File: src/vbitr_pkg.sv
`default_nettype none
// ----------------------------------------------------------------------------
// register map, field layout and timing constants
// ----------------------------------------------------------------------------
package vbitr_pkg;
   localparam logic [7:0] ADDR_CAPTION_TELETEXT_CONTROL = 8'h6F;
   localparam logic [7:0] ADDR_REF2_PULSE_START_LOW     = 8'h70;
   localparam logic [7:0] ADDR_REF2_PULSE_END_LOW       = 8'h71;
   localparam logic [7:0] ADDR_REF2_PULSE_HIGH_BITS     = 8'h72;
   localparam logic [7:0] ADDR_TELETEXT_REQUEST_START   = 8'h73;
   localparam logic [7:0] ADDR_TELETEXT_DATA_DELAY      = 8'h74;
   localparam logic [7:0] ADDR_SYNC_ADVANCE_SHIFT       = 8'h75;
   localparam logic [7:0] ADDR_TELETEXT_ODD_FIRST_LINE  = 8'h76;
   localparam logic [7:0] ADDR_HIGH_LINE_BITS           = 8'h7C;
   // field positions
   localparam int CAPTION_EN_HI    = 7;
   localparam int CAPTION_EN_LO    = 6;
   localparam int TELETEXT_EN_BIT  = 5;
   localparam int START_HI_LSB     = 0;
   localparam int END_HI_LSB       = 4;
   localparam int ADVANCE_LSB      = 3;
   localparam int ODD_LINE_MSB_BIT = 5;
   localparam logic [7:0] HIGH_BITS_WMASK = 8'h77;
   // line offsets
   localparam logic [8:0] LINE_OFS_M     = 9'h004;
   localparam logic [8:0] LINE_OFS_OTHER = 9'h001;
   // reset values, reference alignment code, line limits, minimum data delay and advance depth
   localparam logic [7:0] RST_CONTROL    = 8'h00;
   localparam logic [7:0] RST_REQ_START  = 8'h42;
   localparam logic [7:0] RST_DATA_DELAY = 8'h02;
   localparam logic [7:0] RST_SHIFT      = 8'h03;
   localparam logic [7:0] RST_ODD_LINE   = 8'h05;
   localparam logic [10:0] REF2_ALIGN_CODE = 11'h049;
   localparam logic [10:0] LINE_LAST_60  = 11'd1715;
   localparam logic [10:0] LINE_LAST_50  = 11'd1727;
   localparam logic [7:0] DELAY_MIN     = 8'h02;
   localparam int         ADVANCE_DEPTH = 32;
endpackage : vbitr_pkg
`default_nettype wire

File: src/vbitr_sync_adv.sv
`default_nettype none
// ----------------------------------------------------------------------------
// composite sync advance: composite sync delayed by depth+1-advance cycles, rgb sync by depth+1
// ----------------------------------------------------------------------------
module vbitr_sync_adv #(
   parameter int DEPTH = 32
) (
   input  wire logic                     clk,
   input  wire logic                     nrst,
   input  wire logic                     sync_in,
   input  wire logic [$clog2(DEPTH)-1:0] advance,
   output logic                          csync_out,
   output logic                          rgb_sync_out
);
   localparam int TAP_W = $clog2(DEPTH);
   logic [DEPTH-1:0] line;
   logic [TAP_W-1:0] rgb_tap;

   // taps: composite leaves advance cycles ahead of rgb
   assign rgb_tap = TAP_W'(DEPTH - 1);

   // shift line of past sync samples
   always_ff @(posedge clk or negedge nrst) begin
      if (!nrst) begin
         line <= '0;
      end else begin
         line <= {line[DEPTH-2:0], sync_in};
      end
   end

   // output taps registered
   always_ff @(posedge clk or negedge nrst) begin
      if (!nrst) begin
         csync_out    <= 1'b0;
         rgb_sync_out <= 1'b0;
      end else begin
         csync_out    <= line[rgb_tap - advance];
         rgb_sync_out <= line[rgb_tap];
      end
   end
endmodule : vbitr_sync_adv
`default_nettype wire

File: src/vbitr_regs.sv
// Functional notes
// caption enable bits 7:6: 00 off, 01 odd, 10 even, 11 both fields.
// teletext enable bit 5 gates insertion; cleared at reset.
// caption line equals field plus 4 for M-systems, plus 1 otherwise.
// pulse start is 11 bits: low byte 70h, upper three from 72h bits 2:0.
// pulse end is 11 bits: low byte 71h, upper three from 72h bits 6:4.
// host keeps start and end at or below 1715 or 1727 per field rate.
// start code 49h puts pulse leading edge on the composite sync slope.
// end code 49h puts pulse trailing edge on the composite sync slope.
// host writes zero to reserved bits 7 and 3 of 72h.
// eight-bit field sets horizontal position where teletext request rises.
// data is sampled the programmed cycles after request rises, at least 2.
// bits 7:3 advance composite sync against rgb by 0 to 31 clocks.
// three-bit field shifts first-reference vsync against hsync in master mode.
// nine-bit first odd teletext line; high bit at 7Ch; plus 4 or plus 1.
// second reference output active from start count until end count.
`default_nettype none
module vbitr_regs
   import vbitr_pkg::*;
#(
   parameter int ADVANCE_DEPTH_P = vbitr_pkg::ADVANCE_DEPTH
) (
   input  wire logic        clk,
   input  wire logic        nrst,
   input  wire logic        reg_wr,
   input  wire logic [7:0]  reg_addr,
   input  wire logic [7:0]  reg_wdata,
   output logic      [7:0]  reg_rdata,
   input  wire logic        field_rate_select,
   input  wire logic        m_system,
   input  wire logic        odd_field,
   input  wire logic [10:0] hcount,
   input  wire logic [8:0]  line_count,
   input  wire logic        hsync_in,
   input  wire logic        vsync_in,
   input  wire logic        sync_in,
   input  wire logic        teletext_data_in,
   output logic             second_reference_output,
   output logic             first_reference_output,
   output logic             teletext_request_out,
   output logic             teletext_bit_valid,
   output logic             teletext_bit,
   output logic             caption_line_active,
   output logic             csync_out,
   output logic             rgb_sync_out,
   output logic             ref_code_error
);
   import vbitr_pkg::*;

   // ------------------------------------------------------------------------
   // register storage
   // ------------------------------------------------------------------------
   logic [7:0] caption_teletext_control;
   logic [7:0] ref2_pulse_start_low;
   logic [7:0] ref2_pulse_end_low;
   logic [7:0] ref2_pulse_high_bits;
   logic [7:0] teletext_request_start;
   logic [7:0] teletext_data_delay;
   logic [7:0] sync_advance_shift;
   logic [7:0] teletext_odd_first_line;
   logic [7:0] high_line_bits;

   // decode of write strobes
   wire wr_ctl  = reg_wr && (reg_addr == ADDR_CAPTION_TELETEXT_CONTROL);
   wire wr_sl   = reg_wr && (reg_addr == ADDR_REF2_PULSE_START_LOW);
   wire wr_el   = reg_wr && (reg_addr == ADDR_REF2_PULSE_END_LOW);
   wire wr_hb   = reg_wr && (reg_addr == ADDR_REF2_PULSE_HIGH_BITS);
   wire wr_rs   = reg_wr && (reg_addr == ADDR_TELETEXT_REQUEST_START);
   wire wr_dd   = reg_wr && (reg_addr == ADDR_TELETEXT_DATA_DELAY);
   wire wr_sa   = reg_wr && (reg_addr == ADDR_SYNC_ADVANCE_SHIFT);
   wire wr_ol   = reg_wr && (reg_addr == ADDR_TELETEXT_ODD_FIRST_LINE);
   wire wr_7c   = reg_wr && (reg_addr == ADDR_HIGH_LINE_BITS);

   // register writes
   always_ff @(posedge clk or negedge nrst) begin
      if (!nrst) begin
         caption_teletext_control <= RST_CONTROL;
         ref2_pulse_start_low     <= 8'h00;
         ref2_pulse_end_low       <= 8'h00;
         ref2_pulse_high_bits     <= 8'h00;
         teletext_request_start   <= RST_REQ_START;
         teletext_data_delay      <= RST_DATA_DELAY;
         sync_advance_shift       <= RST_SHIFT;
         teletext_odd_first_line  <= RST_ODD_LINE;
         high_line_bits           <= 8'h00;
      end else begin
         if (wr_ctl) caption_teletext_control <= reg_wdata;
         if (wr_sl) ref2_pulse_start_low <= reg_wdata;
         if (wr_el) ref2_pulse_end_low <= reg_wdata;
         if (wr_hb) ref2_pulse_high_bits <= reg_wdata & HIGH_BITS_WMASK;
         if (wr_rs) teletext_request_start <= reg_wdata;
         if (wr_dd) teletext_data_delay <= reg_wdata;
         if (wr_sa) sync_advance_shift <= reg_wdata;
         if (wr_ol) teletext_odd_first_line <= reg_wdata;
         if (wr_7c) high_line_bits <= reg_wdata;
      end
   end

   // read mux; unmapped addresses read zero
   always_comb begin
      unique case (reg_addr)
         ADDR_CAPTION_TELETEXT_CONTROL: reg_rdata = caption_teletext_control;
         ADDR_REF2_PULSE_START_LOW:     reg_rdata = ref2_pulse_start_low;
         ADDR_REF2_PULSE_END_LOW:       reg_rdata = ref2_pulse_end_low;
         ADDR_REF2_PULSE_HIGH_BITS:     reg_rdata = ref2_pulse_high_bits;
         ADDR_TELETEXT_REQUEST_START:   reg_rdata = teletext_request_start;
         ADDR_TELETEXT_DATA_DELAY:      reg_rdata = teletext_data_delay;
         ADDR_SYNC_ADVANCE_SHIFT:       reg_rdata = sync_advance_shift;
         ADDR_TELETEXT_ODD_FIRST_LINE:  reg_rdata = teletext_odd_first_line;
         ADDR_HIGH_LINE_BITS:           reg_rdata = high_line_bits;
         default:                       reg_rdata = 8'h00;
      endcase
   end

   // ------------------------------------------------------------------------
   // field decode
   // ------------------------------------------------------------------------
   function automatic logic [8:0] line_of(input logic [8:0] code, input logic msys);
      line_of = code + (msys ? LINE_OFS_M : LINE_OFS_OTHER);
   endfunction : line_of

   wire [1:0]  caption_field_enable   = caption_teletext_control[CAPTION_EN_HI:CAPTION_EN_LO];
   wire        teletext_insert_enable = caption_teletext_control[TELETEXT_EN_BIT];
   wire [4:0]  caption_line_select    = caption_teletext_control[4:0];
   wire [10:0] ref2_pulse_start = {ref2_pulse_high_bits[START_HI_LSB +: 3],
                                   ref2_pulse_start_low};
   wire [10:0] ref2_pulse_end   = {ref2_pulse_high_bits[END_HI_LSB +: 3],
                                   ref2_pulse_end_low};
   wire [4:0]  sync_advance     = sync_advance_shift[ADVANCE_LSB +: 5];
   wire [2:0]  vertical_shift   = sync_advance_shift[2:0];
   wire [8:0]  odd_first_code   = {high_line_bits[ODD_LINE_MSB_BIT],
                                   teletext_odd_first_line};
   wire [8:0]  caption_line     = line_of({4'h0, caption_line_select}, m_system);
   wire [8:0]  odd_first_line   = line_of(odd_first_code, m_system);
   wire [10:0] line_last        = field_rate_select ? LINE_LAST_60 : LINE_LAST_50;

   // caption line qualified by the field enable
   wire field_ok = odd_field ? caption_field_enable[0] : caption_field_enable[1];
   assign caption_line_active = field_ok && (line_count == caption_line);

   // out-of-range codes flagged for the host
   assign ref_code_error = (ref2_pulse_start > line_last) || (ref2_pulse_end > line_last);

   // ------------------------------------------------------------------------
   // second reference pulse; hcount zero is aligned so 49h is the sync slope
   // ------------------------------------------------------------------------
   wire hit_start = (hcount == ref2_pulse_start);
   wire hit_end   = (hcount == ref2_pulse_end);
   logic ref2_q;
   logic next_ref2;
   assign next_ref2 = hit_start ? 1'b1 : (hit_end ? 1'b0 : ref2_q);

   always_ff @(posedge clk or negedge nrst) begin
      if (!nrst) ref2_q <= 1'b0;
      else ref2_q <= next_ref2;
   end

   // master mode: vsync shifted by vertical_shift lines against hsync
   logic [7:0] vs_line;
   always_ff @(posedge clk or negedge nrst) begin
      if (!nrst) vs_line <= 8'h00;
      else if (hsync_in) vs_line <= {vs_line[6:0], vsync_in};
   end

   // outputs registered
   always_ff @(posedge clk or negedge nrst) begin
      if (!nrst) begin
         second_reference_output <= 1'b0;
         first_reference_output  <= 1'b0;
      end else begin
         second_reference_output <= next_ref2;
         first_reference_output  <= vs_line[vertical_shift];
      end
   end

   // ------------------------------------------------------------------------
   // teletext request and data capture
   // ------------------------------------------------------------------------
   typedef enum logic [2:0] {
      VBITR_IDLE = 3'b001,
      VBITR_WAIT = 3'b010,
      VBITR_TAKE = 3'b100
   } vbitr_state_e;
   vbitr_state_e state;
   vbitr_state_e next_state;
   logic [7:0] wait_cnt;
   wire [7:0] eff_delay = (teletext_data_delay < DELAY_MIN) ? DELAY_MIN
                                                            : teletext_data_delay;
   wire tt_line  = teletext_insert_enable && odd_field && (line_count >= odd_first_line);
   wire req_hit  = tt_line && (hcount == {3'b000, teletext_request_start});

   always_comb begin
      next_state = state;
      unique case (state)
         VBITR_IDLE: if (req_hit) next_state = VBITR_WAIT;
         VBITR_WAIT: if (wait_cnt == eff_delay - 8'h02) next_state = VBITR_TAKE;
         VBITR_TAKE: next_state = VBITR_IDLE;
      endcase
   end

   always_ff @(posedge clk or negedge nrst) begin
      if (!nrst) begin
         state    <= VBITR_IDLE;
         wait_cnt <= 8'h00;
      end else begin
         state    <= next_state;
         wait_cnt <= (state == VBITR_WAIT) ? wait_cnt + 8'h01 : 8'h00;
      end
   end

   // request high while waiting; data bit taken at delay count after rise
   always_ff @(posedge clk or negedge nrst) begin
      if (!nrst) begin
         teletext_request_out <= 1'b0;
         teletext_bit_valid   <= 1'b0;
         teletext_bit         <= 1'b0;
      end else begin
         teletext_request_out <= (next_state == VBITR_WAIT);
         teletext_bit_valid   <= (state == VBITR_TAKE);
         if (state == VBITR_TAKE) teletext_bit <= teletext_data_in;
      end
   end

   vbitr_sync_adv #(.DEPTH(ADVANCE_DEPTH_P)) u_adv (
      .clk          (clk),
      .nrst         (nrst),
      .sync_in      (sync_in),
      .advance      (sync_advance),
      .csync_out    (csync_out),
      .rgb_sync_out (rgb_sync_out)
   );

   // ------------------------------------------------------------------------
   // assertions
   // ------------------------------------------------------------------------
   property p_ref2_rise;
      @(posedge clk) disable iff (!nrst) hit_start |=> second_reference_output;
   endproperty
   a_ref2_rise: assert property (p_ref2_rise) else $error("pulse not raised at start");
   property p_ref2_fall;
      @(posedge clk) disable iff (!nrst) (hit_end && !hit_start) |=> !second_reference_output;
   endproperty
   a_ref2_fall: assert property (p_ref2_fall) else $error("pulse not dropped at end");
   property p_ref2_hold;
      @(posedge clk) disable iff (!nrst)
         (!hit_start && !hit_end) |=> $stable(second_reference_output);
   endproperty
   a_ref2_hold: assert property (p_ref2_hold) else $error("pulse moved");
   property p_tt_off;
      @(posedge clk) disable iff (!nrst)
         (!teletext_insert_enable && state == VBITR_IDLE) |=> !teletext_request_out;
   endproperty
   a_tt_off: assert property (p_tt_off) else $error("request while disabled");
   property p_tt_delay;
      @(posedge clk) disable iff (!nrst)
         $rose(teletext_request_out) && eff_delay == DELAY_MIN && $stable(eff_delay)
         |-> ##2 teletext_bit_valid;
   endproperty
   a_tt_delay: assert property (p_tt_delay) else $error("data not taken at delay");
   property p_tt_req_len;
      @(posedge clk) disable iff (!nrst) teletext_bit_valid |-> !teletext_request_out;
   endproperty
   a_tt_req_len: assert property (p_tt_req_len) else $error("request overlaps sample");
   property p_caption_off;
      @(posedge clk) disable iff (!nrst) caption_field_enable == 2'b00 |-> !caption_line_active;
   endproperty
   a_caption_off: assert property (p_caption_off) else $error("caption while off");
   property p_caption_line;
      @(posedge clk) disable iff (!nrst)
         caption_line_active |-> line_count == 9'(caption_line_select) + (m_system ? 9'd4 : 9'd1);
   endproperty
   a_caption_line: assert property (p_caption_line) else $error("wrong caption line");
   property p_reserved;
      @(posedge clk) disable iff (!nrst) ref2_pulse_high_bits[7] == 1'b0 && !ref2_pulse_high_bits[3];
   endproperty
   a_reserved: assert property (p_reserved) else $error("reserved bit set");
   c_ref2: cover property (@(posedge clk) disable iff (!nrst) $rose(second_reference_output));
   c_tt:   cover property (@(posedge clk) disable iff (!nrst) teletext_bit_valid);
   c_cap:  cover property (@(posedge clk) disable iff (!nrst) caption_line_active);
endmodule : vbitr_regs
`default_nettype wire

File: config.mk
export PLATFORM = sky130hd
export DESIGN_NAME = vbitr_regs
export DESIGN_NICKNAME = d
export VERILOG_FILES = /design/src/vbitr_pkg.sv /design/src/vbitr_sync_adv.sv /design/src/vbitr_regs.sv
export SDC_FILE = /design/constraint.sdc
export NUM_CORES = 1
export LEC_CHECK = 0
export ABC_AREA = 1
export BUFFER_PORTS_ARGS = -buffer_cell sky130_fd_sc_hd__buf_4
export CAP_MARGIN = 20
export CORE_ASPECT_RATIO = 0.6
export CORE_MARGIN = 8
export CORE_UTILIZATION = 64
export CTS_CLUSTER_DIAMETER = 50
export DETAILED_ROUTE_END_ITERATION = 6
export GPL_TIMING_DRIVEN = 1
export PLACE_DENSITY_LB_ADDON = 0.2
export SYNTH_ARGS = -nofsm -noshare
export SYNTH_HDL_FRONTEND = slang
export SYNTH_SLANG_ARGS = --single-unit
File: constraint.sdc
create_clock -name clk -period 6.3 [get_ports clk]
set_clock_uncertainty 0.1 [all_clocks]
set_input_delay 0.315 -clock clk [delete_from_list [all_inputs] [get_ports clk]]
set_output_delay 0.315 -clock clk [all_outputs]
set_load 0.005 [all_outputs]
* After elaboration in Yosys (flattened, before gate mapping)
Cells that the tools add are included. W data, S select, Z words.
Operators by class: add/subtract/negate cells 5, $lt $le $gt $ge 6, equality and inequality tests 18, multiplexer cells 15, reduce and logical (&&, ||, !) cells 15
Operators with widths (count):
- $eq A8 B7 Y1 const B | 9
- $pmux W8 S9 | 1
- $eq A11 B11 Y1 | 2
- $gt A11 B11 Y1 | 2
- $mux W8 | 2
- $logic_and A1 B1 Y1 | 13
- $eq A11 B8 Y1 | 1
- $add A5 B9 Y9 | 1
- $add A9 B3 Y9 | 1
- $eq A9 B9 Y1 | 1
- $ge A9 B9 Y1 | 1
- $mux W3 | 3
- $pmux W3 S3 | 1
- $add A8 B1 Y8 const B | 1
- $eq A8 B8 Y1 | 1
- $lt A8 B2 Y1 const B | 1
- $sub A8 B2 Y8 const B | 1
- $eq A3 B2 Y1 const B | 2
- $lt A5 B6 Y1 const B | 1
- $bmux W1 S5 | 1
- $mux W1 | 5
- $sub A5 B5 Y5 const A | 1
- $lt A3 B4 Y1 const B | 1
- $mux W4 | 1
- 5 further kinds | 5
Word-level totals: flip-flop bits (word level) 128, input port bits 46, output and inout bits 17

* Longest topological paths before layout
depth in word-level cells 8, mapped depth 20, depth with buffers taken out 20

* Cells and area by module
From an unflattened synthesis, not the netlist that was laid out.
Unflattened totals: cells, all modules 824, area total of the unflattened synthesis 6976.7 um2
Modules (own cells, without submodules):
- vbitr_regs | times used 1, cells each 712, area an instance 5750.5 um2, sequential area each 2362.3 um2
- vbitr_sync_adv | times used 1, cells each 112, area an instance 1226.2 um2, sequential area each 850.8 um2

* Least setup slack after synthesis
Ideal clock, no wire load.
kind reg-to-reg, from reg teletext_odd_first_line[0], to reg teletext_request_out, library setup time 0.069 ns, arrival time 2.537 ns, path slack 3.593 ns, cell stages (with the launch flop) 18, buffers on the path 0, period minus slack after synthesis 2.707 ns, cells stage by stage dfstp_2 > ha_1 > ha_1 > nand2_1 > a21oi_1 > nand2_1 > nor2_1 > nand3_1 > xor2_1 > ha_1 > nand2_1 > nor2_1 > nand3b_1 > nand4_1 > nand2_1 > a21oi_2 > nand3_1 > nor2_2
Between the ends: cells in the longest elaborated chain, start to end 7
RTL lines:
- from (decl) | line vbitr_regs.sv:60 | logic [7:0] teletext_odd_first_line;
- from (signal assigned) | line vbitr_regs.sv:94 | if (wr_ol) teletext_odd_first_line <= reg_wdata;
- $add A9 B3 Y9 | line vbitr_regs.sv:119 | line_of = code + (msys ? LINE_OFS_M : LINE_OFS_OTHER);
- $ge A9 B9 Y1 | line vbitr_regs.sv:189 | wire tt_line = teletext_insert_enable && odd_field && (line_count >= odd_first_line);
- $logic_and A1 B1 Y1 | line vbitr_regs.sv:189
- $logic_and A1 B1 Y1 | line vbitr_regs.sv:190 | wire req_hit = tt_line && (hcount == {3'b000, teletext_request_start});
- $mux W3 | line vbitr_regs.sv:195 | VBITR_IDLE: if (req_hit) next_state = VBITR_WAIT;
- $pmux W3 S3 | line vbitr_regs.sv:194 | unique case (state)
- $eq A3 B2 Y1 | line vbitr_regs.sv:218 | teletext_request_out <= (next_state == VBITR_WAIT);
- to (signal assigned) | line vbitr_regs.sv:218
- to (decl) | line vbitr_regs.sv:40 | output logic teletext_request_out,
Every way passes these cells. A chain may end at the register's enable or synchronous reset.

* Worst setup path after layout
Ends and elaborated chain as after synthesis.

==> metrics <==
WL final=roughly 20000 µm; largest net degree at the start of global routing=76; worst-skew pair later-pin latency=0.42 ns; final setup fails=0; commonest non-fill, non-tap cell in the layout=nand2_1; Rel. slew slack=35.8%; Synth Warn #=0; number of synthesized register bits=128; drt drc=0; crit path kind=register to register; post-synthesis cell area=6840 µm²; port bufs=62; fmax=306 MHz; Top Ports=63; clock tree buffer depth=2; Leakage=3.86 nW; fraction of layout cells with a size suffix above 1=18.5%; Max H-tree Level=4; Worst-path clk slew=0.06 ns; Crit path required time=between 6 and 7 ns; Die Y=96.1 µm; drt wl/cell=19.4 µm; minimum clock period=3.26 ns; Total GRT Usage=29.1%; final worst-path cycle share=about half; Synth Instances=811; Layout Nets=approximately 950; area grow syn2layout=16.8%; sequential power share=41.3%; pins over their slew limit=0; Initial DRT Pass Iterations=6; CTS Buf Count=17; Vias=6208; Initial Util=65.2%; Worst VDD drop=0.000225 V; Synth Flop Type=dfrtp_1; most frequent cells in the layout=nand2_1 (201), dfrtp_1 (120), inv_1 (83), buf_4 (63), o21ai_0 (58); RSZ-0062 raised after global routing=no; switching power=669 µW; startpoint types=register; clock network power share=45.1%; vias in the first global route=~6100; CP endpoint kind=register; post-route ant nets=0; design area=~8000 µm²; Die X=149 µm; Fillers=around 730; Initial DRC Count=697; crit path max fanout=3; Tightest Pin Transition=0.963 ns; Final Hold Fails=0; die area=14400 µm²; first-pass GRT wire length=roughly 32000 µm; number of flops mapped to enable cells by yosys=0; Core Box Area=10500 µm²; FP Rows=29; internal power=1.61 mW; Gate power share=13.6%; max_cap viols=0; antenna violations before repair=0; antenna fix cells=0; GRT Residual Overflow=0; routed vias/inst=6.02; pwr dens=285 nW/µm²; Crit path arrival time=3.52 ns; syn nets=878; Avg Cell Area, Syn=approximately 8.4 µm²; clk sink count=128; CTS tree=done; Switching Share=29.4%; Worst Hold Class=input port to register; Post-synth ARST share=100%; setup TNS=0 ns; Detail Placement HPWL=roughly 14000 µm; status=completed; CTS Root Buffer Type=clkbuf_16; GPL Wtd Cong=1.01; Synth cell types=between 40 and 50; share of the yosys chip area belonging to registers=about 47%; Placed Instance Area=7360 µm²
[flip-flops by register name (all words and copies together) (netlist names), 6 cells and up]
signal	cells
teletext_odd_first_line	8
wait_cnt	8
ref2_pulse_start_low	8
teletext_data_delay	8
ref2_pulse_high_bits	6
high_line_bits	8
ref2_pulse_end_low	8
vs_line	8
sync_advance_shift	8
teletext_request_start	8
caption_teletext_control	8
u_adv.line	32
[cell usage after synthesis, types with 3 or more instances]
master / count / area [µm²]
a21o_1: 3 / 22.5
a21oi_1: 27 / 135
a221oi_1: 6 / 52.6
buf_2: 6 / 30.0
buf_6: 6 / 67.6
dfrtp_1: 120 / 3000
dfstp_2: 8 / 210
ha_1: 21 / 263
inv_1: 83 / 312
inv_2: 13 / 48.8
nand2_1: 201 / 754
nand2_2: 11 / 68.8
nand2_4: 3 / 33.8
nand3_1: 28 / 140
nand4_1: 11 / 68.8
nor2_1: 54 / 203
nor2_2: 5 / 31.3
nor3_1: 9 / 45.0
nor4_1: 4 / 25.0
o211ai_1: 4 / 30.0
o21ai_0: 58 / 290
o21ai_1: 36 / 180
o21ai_2: 20 / 175
o221ai_1: 7 / 61.3
o22ai_1: 4 / 25.0
xnor2_1: 11 / 96.3
xor2_1: 27 / 236
[power by group through the flow]
stage	Sequential [mW]	Combinational (mW)	Clock [mW]
5_1_grt	0.946	0.344	1.06
2_1_floorplan	0.934	0.190	0
6_report	0.941	0.309	1.03
3_5_place_dp	0.951	0.297	0
3_3_place_gp	0.947	0.280	0
4_1_cts	0.938	0.305	1.03
[per-layer routing]
metal / part of all wire (%) / track usage [%] / vias up
met5: 0 / 0 / -
met4: 3.1 / 11.8 / 0
met3: 12 / 8.36 / 64
met2: 43 / 44.4 / 409
met1: 42 / 38.8 / 2910
li1: - / - / 2825
[final timing paths]
kind	startpoint	to	slack, ns	depth (start not counted)
setup / recovery	teletext_odd_first_line[0]	teletext_request_out	3.04	17
hold / removal	reg_wdata[7]	caption_teletext_control[7]	0.01	3
setup reg to reg	teletext_odd_first_line[0]	teletext_request_out	3.04	17
hold reg to reg	u_adv.line[25]	u_adv.line[26]	0.27	0
max in group asynchronous	nrst	second_reference_output	4.29	3
min in group asynchronous	nrst	u_adv.line[8]	0.38	2
[cells by family after synthesis]
group	Yosys count	synth area share (%)
muxes	2	0.329
AOI/OAI and AO/OA	174	15.3
and+or+nand+nor	336	21.5
xor gates and xnor gates	38	4.86
adders and majority gates	21	3.84
buffers and inverters	112	7.19
DFF	128	47.0
[through the flow]
stage	setup slack [ns]	power [mW]	instances	util [%]	hold WS, ns
final	3.04	2.28	1031	76.2	0.0109
after CTS	3.03	2.27	1031	76.2	0.00958
after floorplan	3.59	1.12	811	-	-0.0806
after global routing	2.77	2.35	1031	76.2	0.0243
after global placement	3.35	1.23	997	70.2	0.255
after detailed placement	3.11	1.25	997	70.2	0.255
[critical path, cell delays in order, from the launching register on]
cell	delay [ns]
dfstp_2	0.55
ha_1	0.17
ha_1	0.19
nand2_1	0.07
a21oi_1	0.22
nand2_1	0.08
nor2_1	0.15
nand3_1	0.10
xor2_1	0.16
ha_1	0.32
nand2_1	0.11
nor2_1	0.17
nand3b_1	0.12
nand4_1	0.18
nand2_1	0.13
a21oi_2	0.17
nand3_1	0.12
nor2_2	0.09
[layout make-up]
| type | instances | area, µm² | area share [%] |
|---|---|---|---|
| sequential | 128 | 3210 | 40.2 |
| inverter | 96 | 360 | 4.51 |
| multi-input combinational | 571 | 3140 | 39.3 |
| timing repair buffer | 65 | 493 | 6.17 |
| clock inverter | 15 | 189 | 2.36 |
| tap | 139 | 174 | 2.18 |
| clock buffer | 17 | 425 | 5.32 |
[repair_timing]
item                                   in CTS  in global routing
hold buffers                                2                  0
endpoints found under the hold margin      51                  0
buffers inserted                            0                  0
gates resized for setup                     0                  0
Power figures use the tool's default switching activity.
